==> src/include/cib_pkg.sv <==
// shared constants, types and helpers for the card information register bank
package cib_pkg;

  // operating conditions word layout and values
  localparam int          OCR_BUSY_POS     = 31;
  localparam int          OCR_MODE_LSB     = 29;
  localparam logic [1:0]  OCR_MODE_SECTOR  = 2'h2;
  localparam int          OCR_HIGHV_LSB    = 15;
  localparam logic [8:0]  OCR_HIGHV_VAL    = 9'h1ff;
  localparam int          OCR_LOWV_POS     = 7;

  // identification block layout
  localparam int          CID_MAKER_LSB    = 120;
  localparam int          CID_PKG_LSB      = 112;
  localparam int          CID_APP_LSB      = 104;
  localparam int          CID_NAME_LSB     = 56;
  localparam int          CID_REV_LSB      = 48;
  localparam int          CID_SERIAL_LSB   = 16;
  localparam int          CID_DATE_LSB     = 8;
  localparam int          CID_CRC_LSB      = 1;

  // specific data block fixed fields
  localparam int          CSD_STRUCT_LSB   = 126;
  localparam logic [1:0]  CSD_STRUCT_VAL   = 2'h3;
  localparam int          CSD_SPEC_LSB     = 122;
  localparam logic [3:0]  CSD_SPEC_VAL     = 4'h4;
  localparam int          CSD_ASYNC_LSB    = 112;
  localparam logic [7:0]  CSD_ASYNC_VAL    = 8'h4f;
  localparam int          CSD_CLKD_LSB     = 104;
  localparam logic [7:0]  CSD_CLKD_VAL     = 8'h01;
  localparam int          CSD_SPEED_LSB    = 96;
  localparam logic [7:0]  CSD_SPEED_VAL    = 8'h32;
  localparam int          CSD_CCC_LSB      = 84;
  localparam logic [11:0] CSD_CCC_VAL      = 12'h8f5;
  localparam int          CSD_RDLEN_LSB    = 80;
  localparam int          CSD_WRLEN_LSB    = 22;
  localparam logic [3:0]  CSD_BLKLEN_VAL   = 4'h9;
  localparam int          CSD_SIZE_LSB     = 62;
  localparam logic [11:0] CSD_SIZE_VAL     = 12'hfff;
  localparam int          CSD_CURR_LSB     = 50;
  localparam logic [11:0] CSD_CURR_VAL     = 12'hfff;
  localparam int          CSD_SMULT_LSB    = 47;
  localparam logic [2:0]  CSD_SMULT_VAL    = 3'h7;
  localparam int          CSD_ERGRP_LSB    = 37;
  localparam logic [9:0]  CSD_ERGRP_VAL    = 10'h3ff;
  localparam int          CSD_WPGRP_LSB    = 32;
  localparam logic [4:0]  CSD_WPGRP_VAL    = 5'h0f;
  localparam int          CSD_WPEN_POS     = 31;
  localparam int          CSD_R2W_LSB      = 26;
  localparam logic [2:0]  CSD_R2W_VAL      = 3'h2;

  // specific data block writable slice [15:1]
  localparam int          CSD_WR_LSB       = 1;
  localparam int          CSD_FGRP_BIT     = 14;
  localparam int          CSD_COPY_BIT     = 13;
  localparam int          CSD_PERM_BIT     = 12;
  localparam int          CSD_TMP_BIT      = 11;
  localparam logic [14:0] CSD_WR_RESET     = 15'h002e;

  // power-up routine length
  localparam int          POWERUP_NS       = 1000000;
  localparam int          CLK_PERIOD_NS    = 5;
  localparam int          POWERUP_CYCLES   = (POWERUP_NS + CLK_PERIOD_NS - 1) / CLK_PERIOD_NS;

  typedef enum logic [1:0] {
    CIB_SEL_OPCOND,
    CIB_SEL_IDENT,
    CIB_SEL_SPEC
  } cib_sel_t;

  typedef enum logic {
    CIB_PWR_BUSY,
    CIB_PWR_READY
  } cib_pwr_t;

  typedef struct packed {
    logic         valid;
    cib_sel_t     sel;
    logic         prog;
    logic [127:0] data;
  } cib_req_t;

  typedef struct packed {
    logic         valid;
    logic         refused;
    logic [127:0] data;
  } cib_resp_t;

  // seven-bit checksum, polynomial x^7 + x^3 + 1, msb first
  function automatic logic [6:0] cib_crc7(input logic [119:0] d);
    logic [6:0] c;
    logic       fb;
    c = 7'h00;
    for (int i = 119; i >= 0; i--) begin
      fb = d[i] ^ c[6];
      c  = {c[5:0], 1'b0};
      if (fb) begin
        c = c ^ 7'h09;
      end
    end
    return c;
  endfunction : cib_crc7

  function automatic logic [127:0] cib_spec_fixed();
    logic [127:0] w;
    w = '0;
    w[CSD_STRUCT_LSB +: 2] = CSD_STRUCT_VAL;
    w[CSD_SPEC_LSB +: 4]   = CSD_SPEC_VAL;
    w[CSD_ASYNC_LSB +: 8]  = CSD_ASYNC_VAL;
    w[CSD_CLKD_LSB +: 8]   = CSD_CLKD_VAL;
    w[CSD_SPEED_LSB +: 8]  = CSD_SPEED_VAL;
    w[CSD_CCC_LSB +: 12]   = CSD_CCC_VAL;
    w[CSD_RDLEN_LSB +: 4]  = CSD_BLKLEN_VAL;
    w[CSD_SIZE_LSB +: 12]  = CSD_SIZE_VAL;
    w[CSD_CURR_LSB +: 12]  = CSD_CURR_VAL;
    w[CSD_SMULT_LSB +: 3]  = CSD_SMULT_VAL;
    w[CSD_ERGRP_LSB +: 10] = CSD_ERGRP_VAL;
    w[CSD_WPGRP_LSB +: 5]  = CSD_WPGRP_VAL;
    w[CSD_WPEN_POS]        = 1'b1;
    w[CSD_R2W_LSB +: 3]    = CSD_R2W_VAL;
    w[CSD_WRLEN_LSB +: 4]  = CSD_BLKLEN_VAL;
    w[0]                   = 1'b1;
    return w;
  endfunction : cib_spec_fixed

endpackage : cib_pkg

==> src/hdl/cib_card_info_regs.sv <==
// card information registers answered over the card command decoder
// Notes on behaviour
// busy bit 31 low during power-up routine, high once it completes
// access-mode field 30:29 reads 10b, sector addressing
// capacity over 2 GB: every data address counts 512-byte sectors
// voltage bits 23:15 ones, 14:8 zeros, 7 one, rest zero
// registers reached only through their own bus commands
// 128-bit identification word returned during identification phase
// identification fields: maker, package, application, name, revision, serial, date, checksum, one
// specific data reports structure 3h and version 4h
// block lengths 9h; partial and misalignment flags all zero
// async access time 4Fh; clocked access time in 100-cycle units
// max clock code 32h, command class mask 8F5h
// erase group 1Fh/1Fh, protect group 0Fh enabled, size FFFh mult 7h
// bits 15:1 programmable; copy and permanent one-time; temporary clearable
module cib_card_info_regs
  import cib_pkg::*;
#(
  parameter int          POWERUP_LEN  = POWERUP_CYCLES,
  parameter logic [7:0]  MAKER_CODE   = 8'h5a,        // arbitrary value
  parameter logic [1:0]  PACKAGE_TYPE = 2'h2,         // arbitrary value
  parameter logic [7:0]  APP_CODE     = 8'h3c,        // arbitrary value
  parameter logic [47:0] PRODUCT_NAME = 48'h414243444546, // arbitrary value
  parameter logic [7:0]  PRODUCT_REV  = 8'h10,        // arbitrary value
  parameter logic [31:0] SERIAL_NUM   = 32'h12345678, // arbitrary value
  parameter logic [7:0]  MFG_DATE     = 8'h11         // arbitrary value
) (
  // clock, reset, enable
  input  wire logic      clk,
  input  wire logic      rst_b,
  input  wire logic      clk_en,
  // command decoder side
  input  wire cib_req_t  req,
  output cib_resp_t      resp,
  // status
  output logic           powered_up,
  output logic           sector_addressing
);

  cib_pwr_t     pwr_reg;
  logic [31:0]  pwr_cnt_reg;
  logic [14:0]  csd_wr_reg;
  cib_resp_t    resp_reg;
  logic         ready_reg;
  logic         sector_reg;
  logic [31:0]  ocr_word;
  logic [127:0] cid_word;
  logic [127:0] csd_word;
  logic [119:0] cid_body;

  // power-up routine
  always_ff @(posedge clk or negedge rst_b) begin
    if (!rst_b) begin
      pwr_reg     <= CIB_PWR_BUSY;
      pwr_cnt_reg <= 32'h0;
    end else if (clk_en) begin
      case (pwr_reg)
        CIB_PWR_BUSY: begin
          if (pwr_cnt_reg == 32'(POWERUP_LEN - 1)) begin
            pwr_reg <= CIB_PWR_READY;
          end else begin
            pwr_cnt_reg <= pwr_cnt_reg + 32'h1;
          end
        end
        default: pwr_reg <= CIB_PWR_READY;
      endcase
    end
  end

  always_ff @(posedge clk or negedge rst_b) begin
    if (!rst_b) begin
      ready_reg  <= 1'b0;
      sector_reg <= 1'b0;
    end else if (clk_en) begin
      ready_reg  <= (pwr_reg == CIB_PWR_READY);
      // sector addressing
      sector_reg <= 1'b1;
    end
  end

  always_comb begin
    ocr_word = 32'h0;
    // busy flag
    ocr_word[OCR_BUSY_POS] = (pwr_reg == CIB_PWR_READY);
    // access mode
    ocr_word[OCR_MODE_LSB +: 2] = OCR_MODE_SECTOR;
    // voltage window
    ocr_word[OCR_HIGHV_LSB +: 9] = OCR_HIGHV_VAL;
    ocr_word[OCR_LOWV_POS] = 1'b1;
  end

  // identification layout, checksum over the upper 120 bits
  assign cid_body = {MAKER_CODE, 6'h00, PACKAGE_TYPE, APP_CODE, PRODUCT_NAME,
                     PRODUCT_REV, SERIAL_NUM, MFG_DATE};
  assign cid_word = {cid_body, cib_crc7(cid_body), 1'b1};

  // fixed fields, R13 writable slice
  always_comb begin
    csd_word = cib_spec_fixed();
    csd_word[CSD_WR_LSB +: 15] = csd_wr_reg;
  end

  // programming; once-only bits can only be set, never cleared
  always_ff @(posedge clk or negedge rst_b) begin
    if (!rst_b) begin
      csd_wr_reg <= CSD_WR_RESET;
    end else if (clk_en && req.valid && req.prog && req.sel == CIB_SEL_SPEC && ready_reg) begin
      csd_wr_reg <= req.data[CSD_WR_LSB +: 15];
      csd_wr_reg[CSD_COPY_BIT] <= req.data[CSD_COPY_BIT + CSD_WR_LSB] | csd_wr_reg[CSD_COPY_BIT];
      csd_wr_reg[CSD_PERM_BIT] <= req.data[CSD_PERM_BIT + CSD_WR_LSB] | csd_wr_reg[CSD_PERM_BIT];
    end
  end

  // one answer per command; program of a read-only block is refused
  always_ff @(posedge clk or negedge rst_b) begin
    if (!rst_b) begin
      resp_reg <= '0;
    end else if (clk_en) begin
      resp_reg.valid   <= req.valid;
      resp_reg.refused <= req.valid && req.prog && (req.sel != CIB_SEL_SPEC || !ready_reg);
      if (req.valid) begin
        case (req.sel)
          CIB_SEL_OPCOND: resp_reg.data <= {96'h0, ocr_word};
          CIB_SEL_IDENT:  resp_reg.data <= cid_word;
          default:        resp_reg.data <= csd_word;
        endcase
      end
    end
  end

  assign resp              = resp_reg;
  assign powered_up        = ready_reg;
  assign sector_addressing = sector_reg;

  // helper: which register the last answer came from
  cib_sel_t last_sel_reg;
  always_ff @(posedge clk or negedge rst_b) begin
    if (!rst_b) begin
      last_sel_reg <= CIB_SEL_OPCOND;
    end else if (clk_en && req.valid) begin
      last_sel_reg <= req.sel;
    end
  end
endmodule : cib_card_info_regs

==> config.mk <==
export PLATFORM = sky130hd
export DESIGN_NAME = cib_card_info_regs
export DESIGN_NICKNAME = d
export VERILOG_FILES = /design/src/include/cib_pkg.sv /design/src/hdl/cib_card_info_regs.sv
export SDC_FILE = /design/constraint.sdc
export NUM_CORES = 1
export LEC_CHECK = 0
export BUFFER_PORTS_ARGS = -buffer_cell sky130_fd_sc_hd__buf_2
export CAP_MARGIN = 0
export CORE_ASPECT_RATIO = 0.6
export CORE_MARGIN = 8
export CORE_UTILIZATION = 45
export CTS_CLUSTER_DIAMETER = 60
export DETAILED_ROUTE_END_ITERATION = 10
export MAX_ROUTING_LAYER = met4
export PLACE_DENSITY = 0.86
export SLEW_MARGIN = 30
export SYNTH_ARGS = -nofsm -noshare
export SYNTH_HDL_FRONTEND = slang
export SYNTH_SLANG_ARGS = --single-unit
==> constraint.sdc <==
create_clock -name clk -period 4.7 [get_ports clk]
set_input_delay 0.94 -clock clk [delete_from_list [all_inputs] [get_ports clk]]
set_output_delay 0.94 -clock clk [all_outputs]
set_load 0.01 [all_outputs]
# Word level (Yosys, flattened, before mapping)
# Cells that the tools add are included.
# totals
regBits,180
out_inout_bits,132
inputBits,135
word_cells,31
# op_classes
n_mux,3
n_eq_ne,4
reduce_logical,11
n_bitwise,4
n_addsub,1
# op_table
cell,n
$pmux 128 s2,1
$add 32x1->32 const B,1
$eq 32x18->1 const B,1
$logic_and 1x1->1,6
$reduce_and 3->1,1
$eq 2x1->1 const B,1
$eq 2x2->1 const B,1
$logic_not 2->1,1
$mux 1,2
$ne 2x2->1 const B,1
$not 1->1,2
$or 1x1->1,2
$reduce_and 2->1,1
$logic_not 1->1,1
$logic_or 1x1->1,1

# Depth between registers and ports, before layout
# logic_depth
ltp_word,4
ltp_mapped,8
ltp_nobuf,6

# Worst setup path after synthesis
# OpenSTA, ideal clock, no wires.
# synth_path
path_kind,in2reg
startpoint,in clk_en
endpoint,reg csd_wr_reg[10]
setup_time_ns,0.125
path_slack_ns,2.356
arrival_time_ns,2.219
stages,5
required_ns,4.575
cell_sequence,buf_6 nand3_1 nor3_1 buf_2 mux2_2
# synth_between
elab_chain_cells,4
# synth_rtl
element,line,text
"start, declared",cib_card_info_regs.sv:31,"input wire logic clk_en,"
$logic_and 1x1->1,--,
$logic_and 1x1->1 (3 in series),cib_card_info_regs.sv:107,end else if (clk_en && req.valid && req.prog && req.sel == CIB_SEL_SPEC && ready_reg) begin
"end signal, assigned",cib_card_info_regs.sv:108,csd_wr_reg <= req.data[CSD_WR_LSB +: 15];
"end signal, assigned by index",cib_card_info_regs.sv:109,csd_wr_reg[CSD_COPY_BIT] <= req.data[CSD_COPY_BIT + CSD_WR_LSB] | csd_wr_reg[CSD_COPY_BIT];
"end signal, assigned by index",cib_card_info_regs.sv:110,csd_wr_reg[CSD_PERM_BIT] <= req.data[CSD_PERM_BIT + CSD_WR_LSB] | csd_wr_reg[CSD_PERM_BIT];
"end, declared",cib_card_info_regs.sv:42,logic [14:0] csd_wr_reg;
# Every way passes these cells.
# A chain may end at the register's enable or synchronous reset.

# Worst setup path in the final report
# layout_path
startpoint,reg pwr_cnt_reg[18]
endpoint,reg pwr_cnt_reg[1]
# layout_between
elab_chain_cells,3
# layout_rtl
element,line,text
"start, declared",cib_card_info_regs.sv:41,logic [31:0] pwr_cnt_reg;
"start signal, assigned",cib_card_info_regs.sv:62,pwr_cnt_reg <= pwr_cnt_reg + 32'h1;
$eq 32x18->1,cib_card_info_regs.sv:59,if (pwr_cnt_reg == 32'(POWERUP_LEN - 1)) begin
$not 1->1 (no line),--,
$reduce_and 3->1 (no line),--,
# Every way passes these cells.

==> results.json <==
{
  "yosysSeqAreaShare_pct": 46.9,
  "arrival_ps": 2630,
  "setup_viol": 0,
  "maxSlewHeadroom_pct": 37.2,
  "viasPerCell": 4.70,
  "required_ps": 4910,
  "whs_ps": 452,
  "stdcell_count": 551,
  "overflow": 0,
  "grt_max_degree": 75,
  "antenna_cells": 0,
  "synth_xor_area_share_pct": 7.04,
  "io-pin-count": 267,
  "synth_edf_count": 0,
  "min_period_ps": 2410,
  "port-buffer-count": 130,
  "dp_hpwl_um": 6520,
  "antenna_found_initial": 0,
  "tightest_slew_ps": 935,
  "cts.path.max_buffers": 2,
  "max_stage_delay_ps": 800,
  "layout_commonest_cell": "buf_2",
  "dp.cells": 536,
  "path_class": "flop to flop",
  "cts_inserted_buffers": 9,
  "routed_wl_um": 8650,
  "cp_slowest_cell": "nor4_2",
  "status": "complete, no violations",
  "cts_tree": "built",
  "syn_inst": 388,
  "vdd_ir_drop_max_uv": 169,
  "syn-cell-area_um2": 3960,
  "max_freq_mhz": 414,
  "drc": 0,
  "powerDensity_nw_per_um2": 386,
  "worst_setup_path_start_kind": "flop",
  "cts_root_buf": "clkbuf_16",
  "hold_viol": 0,
  "fin_nets": 571,
  "rows": 26,
  "critPathCaptureType": "flop",
  "firstDrtPassIters": 4,
  "synth_area_per_cell_um2": 10.2,
  "grt_pass1_wl_um": 13000,
  "dieArea_um2": 12200,
  "async_flop_share_pct": 100,
  "initial_core_util_pct": 46.5,
  "ant_nets": 0,
  "synth_seq_cells": 74,
  "crit_path_cell_trace": "nor4b_1 > nand4_1 > nor4_2 > nor2_1 > mux2_2",
  "largest_reg_flops": 32,
  "grt_setup_unrepaired": "no",
  "initialDrtViolationCount": 96,
  "layout_common_cells": "129 x buf_2, 69 x dfrtp_1, 43 x nand2_1",
  "finClkSkew_ps": 7.90,
  "fin_util_pct": 50.0,
  "synthToLayoutAreaGrowth_pct": 7.58,
  "vias": 2588,
  "yosysWarnings": 0,
  "grt_pass1_vias": 2523,
  "drive_above_1_share_pct": 40.3,
  "core_area_um2": 8520,
  "fin_tns_setup_ps": 0,
  "die_width_um": 137,
  "synth-simple-area-share_pct": 14.6,
  "die_h_um": 88.7,
  "drv_slew": 0,
  "path_clk_slew_ps": 60,
  "wire_per_inst_um": 15.7,
  "synth_fa_ha_area_share_pct": 0.316,
  "gp_congestion": 0.823,
  "leakagePower_nw": 2.22,
  "preCtsSetupSlack_ps": 2200,
  "synth_ff_type": "dfrtp_1",
  "postCtsHoldBufs": 0,
  "min_period_over_period_pct": 51.3,
  "synth-compound-area-share_pct": 4.26,
  "cts.sinks": 74,
  "synth_cell_types": 38,
  "setup_slack_ps": 2290,
  "synth_top_family_by_area": "buffers and inverters",
  "worstSkewPairLatency_ps": 330,
  "post_cts_buffers": 0,
  "grt_use_total_pct": 14.4,
  "htreeDepth": 3,
  "maxCapViolations": 0,
  "hold_class": "flop to flop",
  "ctsResizeCount": 0,
  "synthMuxAreaShare_pct": 4.83,
  "path_max_fanout": 11
}
## cells by family (layout without fill, tap and decap cells)
logic type,after synthesis,in the layout
adder cells (fa/ha/maj),1,1
XOR/XNOR,31,31
buffers and inverters,121,150
AO/OA/AOI/OAI,31,31
other,1,23
AND/OR/NAND/NOR,112,112
flip-flops,74,74
multiplexers,17,17
## per-layer routing
layer	vias to the layer above	GRT usage [%]	routed length (um)
met5	-	-	0
met4	0	5.49	85
met3	5	4.76	863
met2	108	23.5	4180
met1	1230	16.2	3520
li1	1245	-	-
## through the flow
step / total power [W] / area [um^2]
5_1_grt: 0.00173 / 4260
3_5_place_dp: 0.00107 / 4000
3_3_place_gp: 0.00105 / 4000
6_report: 0.00164 / 4260
4_1_cts: 0.00167 / 4260
2_1_floorplan: 0.00105 / 4050
## worst paths after layout
check / from / endpoint / slack [ps] / cells past startpoint
worst min-delay path: csd_wr_reg[12] / csd_wr_reg[12] / 450 / 1
worst min register to register: csd_wr_reg[12] / csd_wr_reg[12] / 450 / 1
max in group asynchronous: rst_b / resp[118] / 3610 / 1
worst max-delay path: pwr_cnt_reg[18] / pwr_cnt_reg[1] / 2290 / 5
min in group asynchronous: rst_b / resp[118] / 630 / 1
worst max register to register: pwr_cnt_reg[18] / pwr_cnt_reg[1] / 2290 / 5
## cell usage after synthesis, types with 2 or more instances
cell	count	area, um^2
xnor2_1	11	96.3
buf_2	3	15.0
o21ai_0	18	90.1
a21o_1	4	30.0
nor4b_1	3	26.3
and4_1	2	17.5
nor2_1	15	56.3
nor2b_1	3	18.8
nor3_1	7	35.0
dfrtp_1	70	1750
clkbuf_1	6	22.5
dfstp_2	4	105
inv_1	4	15.0
mux2_2	17	191
nor4_1	8	50.1
xor2_1	19	166
buf_6	2	22.5
nand3_1	7	35.0
or2_2	2	12.5
nand4_1	7	43.8
and3_1	5	31.3
buf_4	106	796
nand2_1	44	165
a21oi_1	7	35.0
## power breakdown
| part | internal, W | switching [W] |
|---|---|---|
| logic | 0.000121 | 0.000181 |
| registers | 0.000686 | 0.0000634 |
| clock network | 0.000352 | 0.000241 |
## critical path: cells and delay by family, from the launching register on
family | cells | cell delay [ps]
AND/OR/NAND/NOR | 4 | 1550
flip-flops | 1 | 430
multiplexers | 1 | 320
## area by class of cell
| cell class | count | area, um^2 |
|---|---|---|
| clock buffer | 12 | 236 |
| timing repair buffer | 131 | 664 |
| tap | 112 | 140 |
| sequential | 74 | 1860 |
| inverter | 4 | 15.0 |
| multi-input combinational | 215 | 1330 |
| clock inverter | 3 | 17.5 |
| fill | 776 | 4260 |
(Power assumes the default switching activity.)
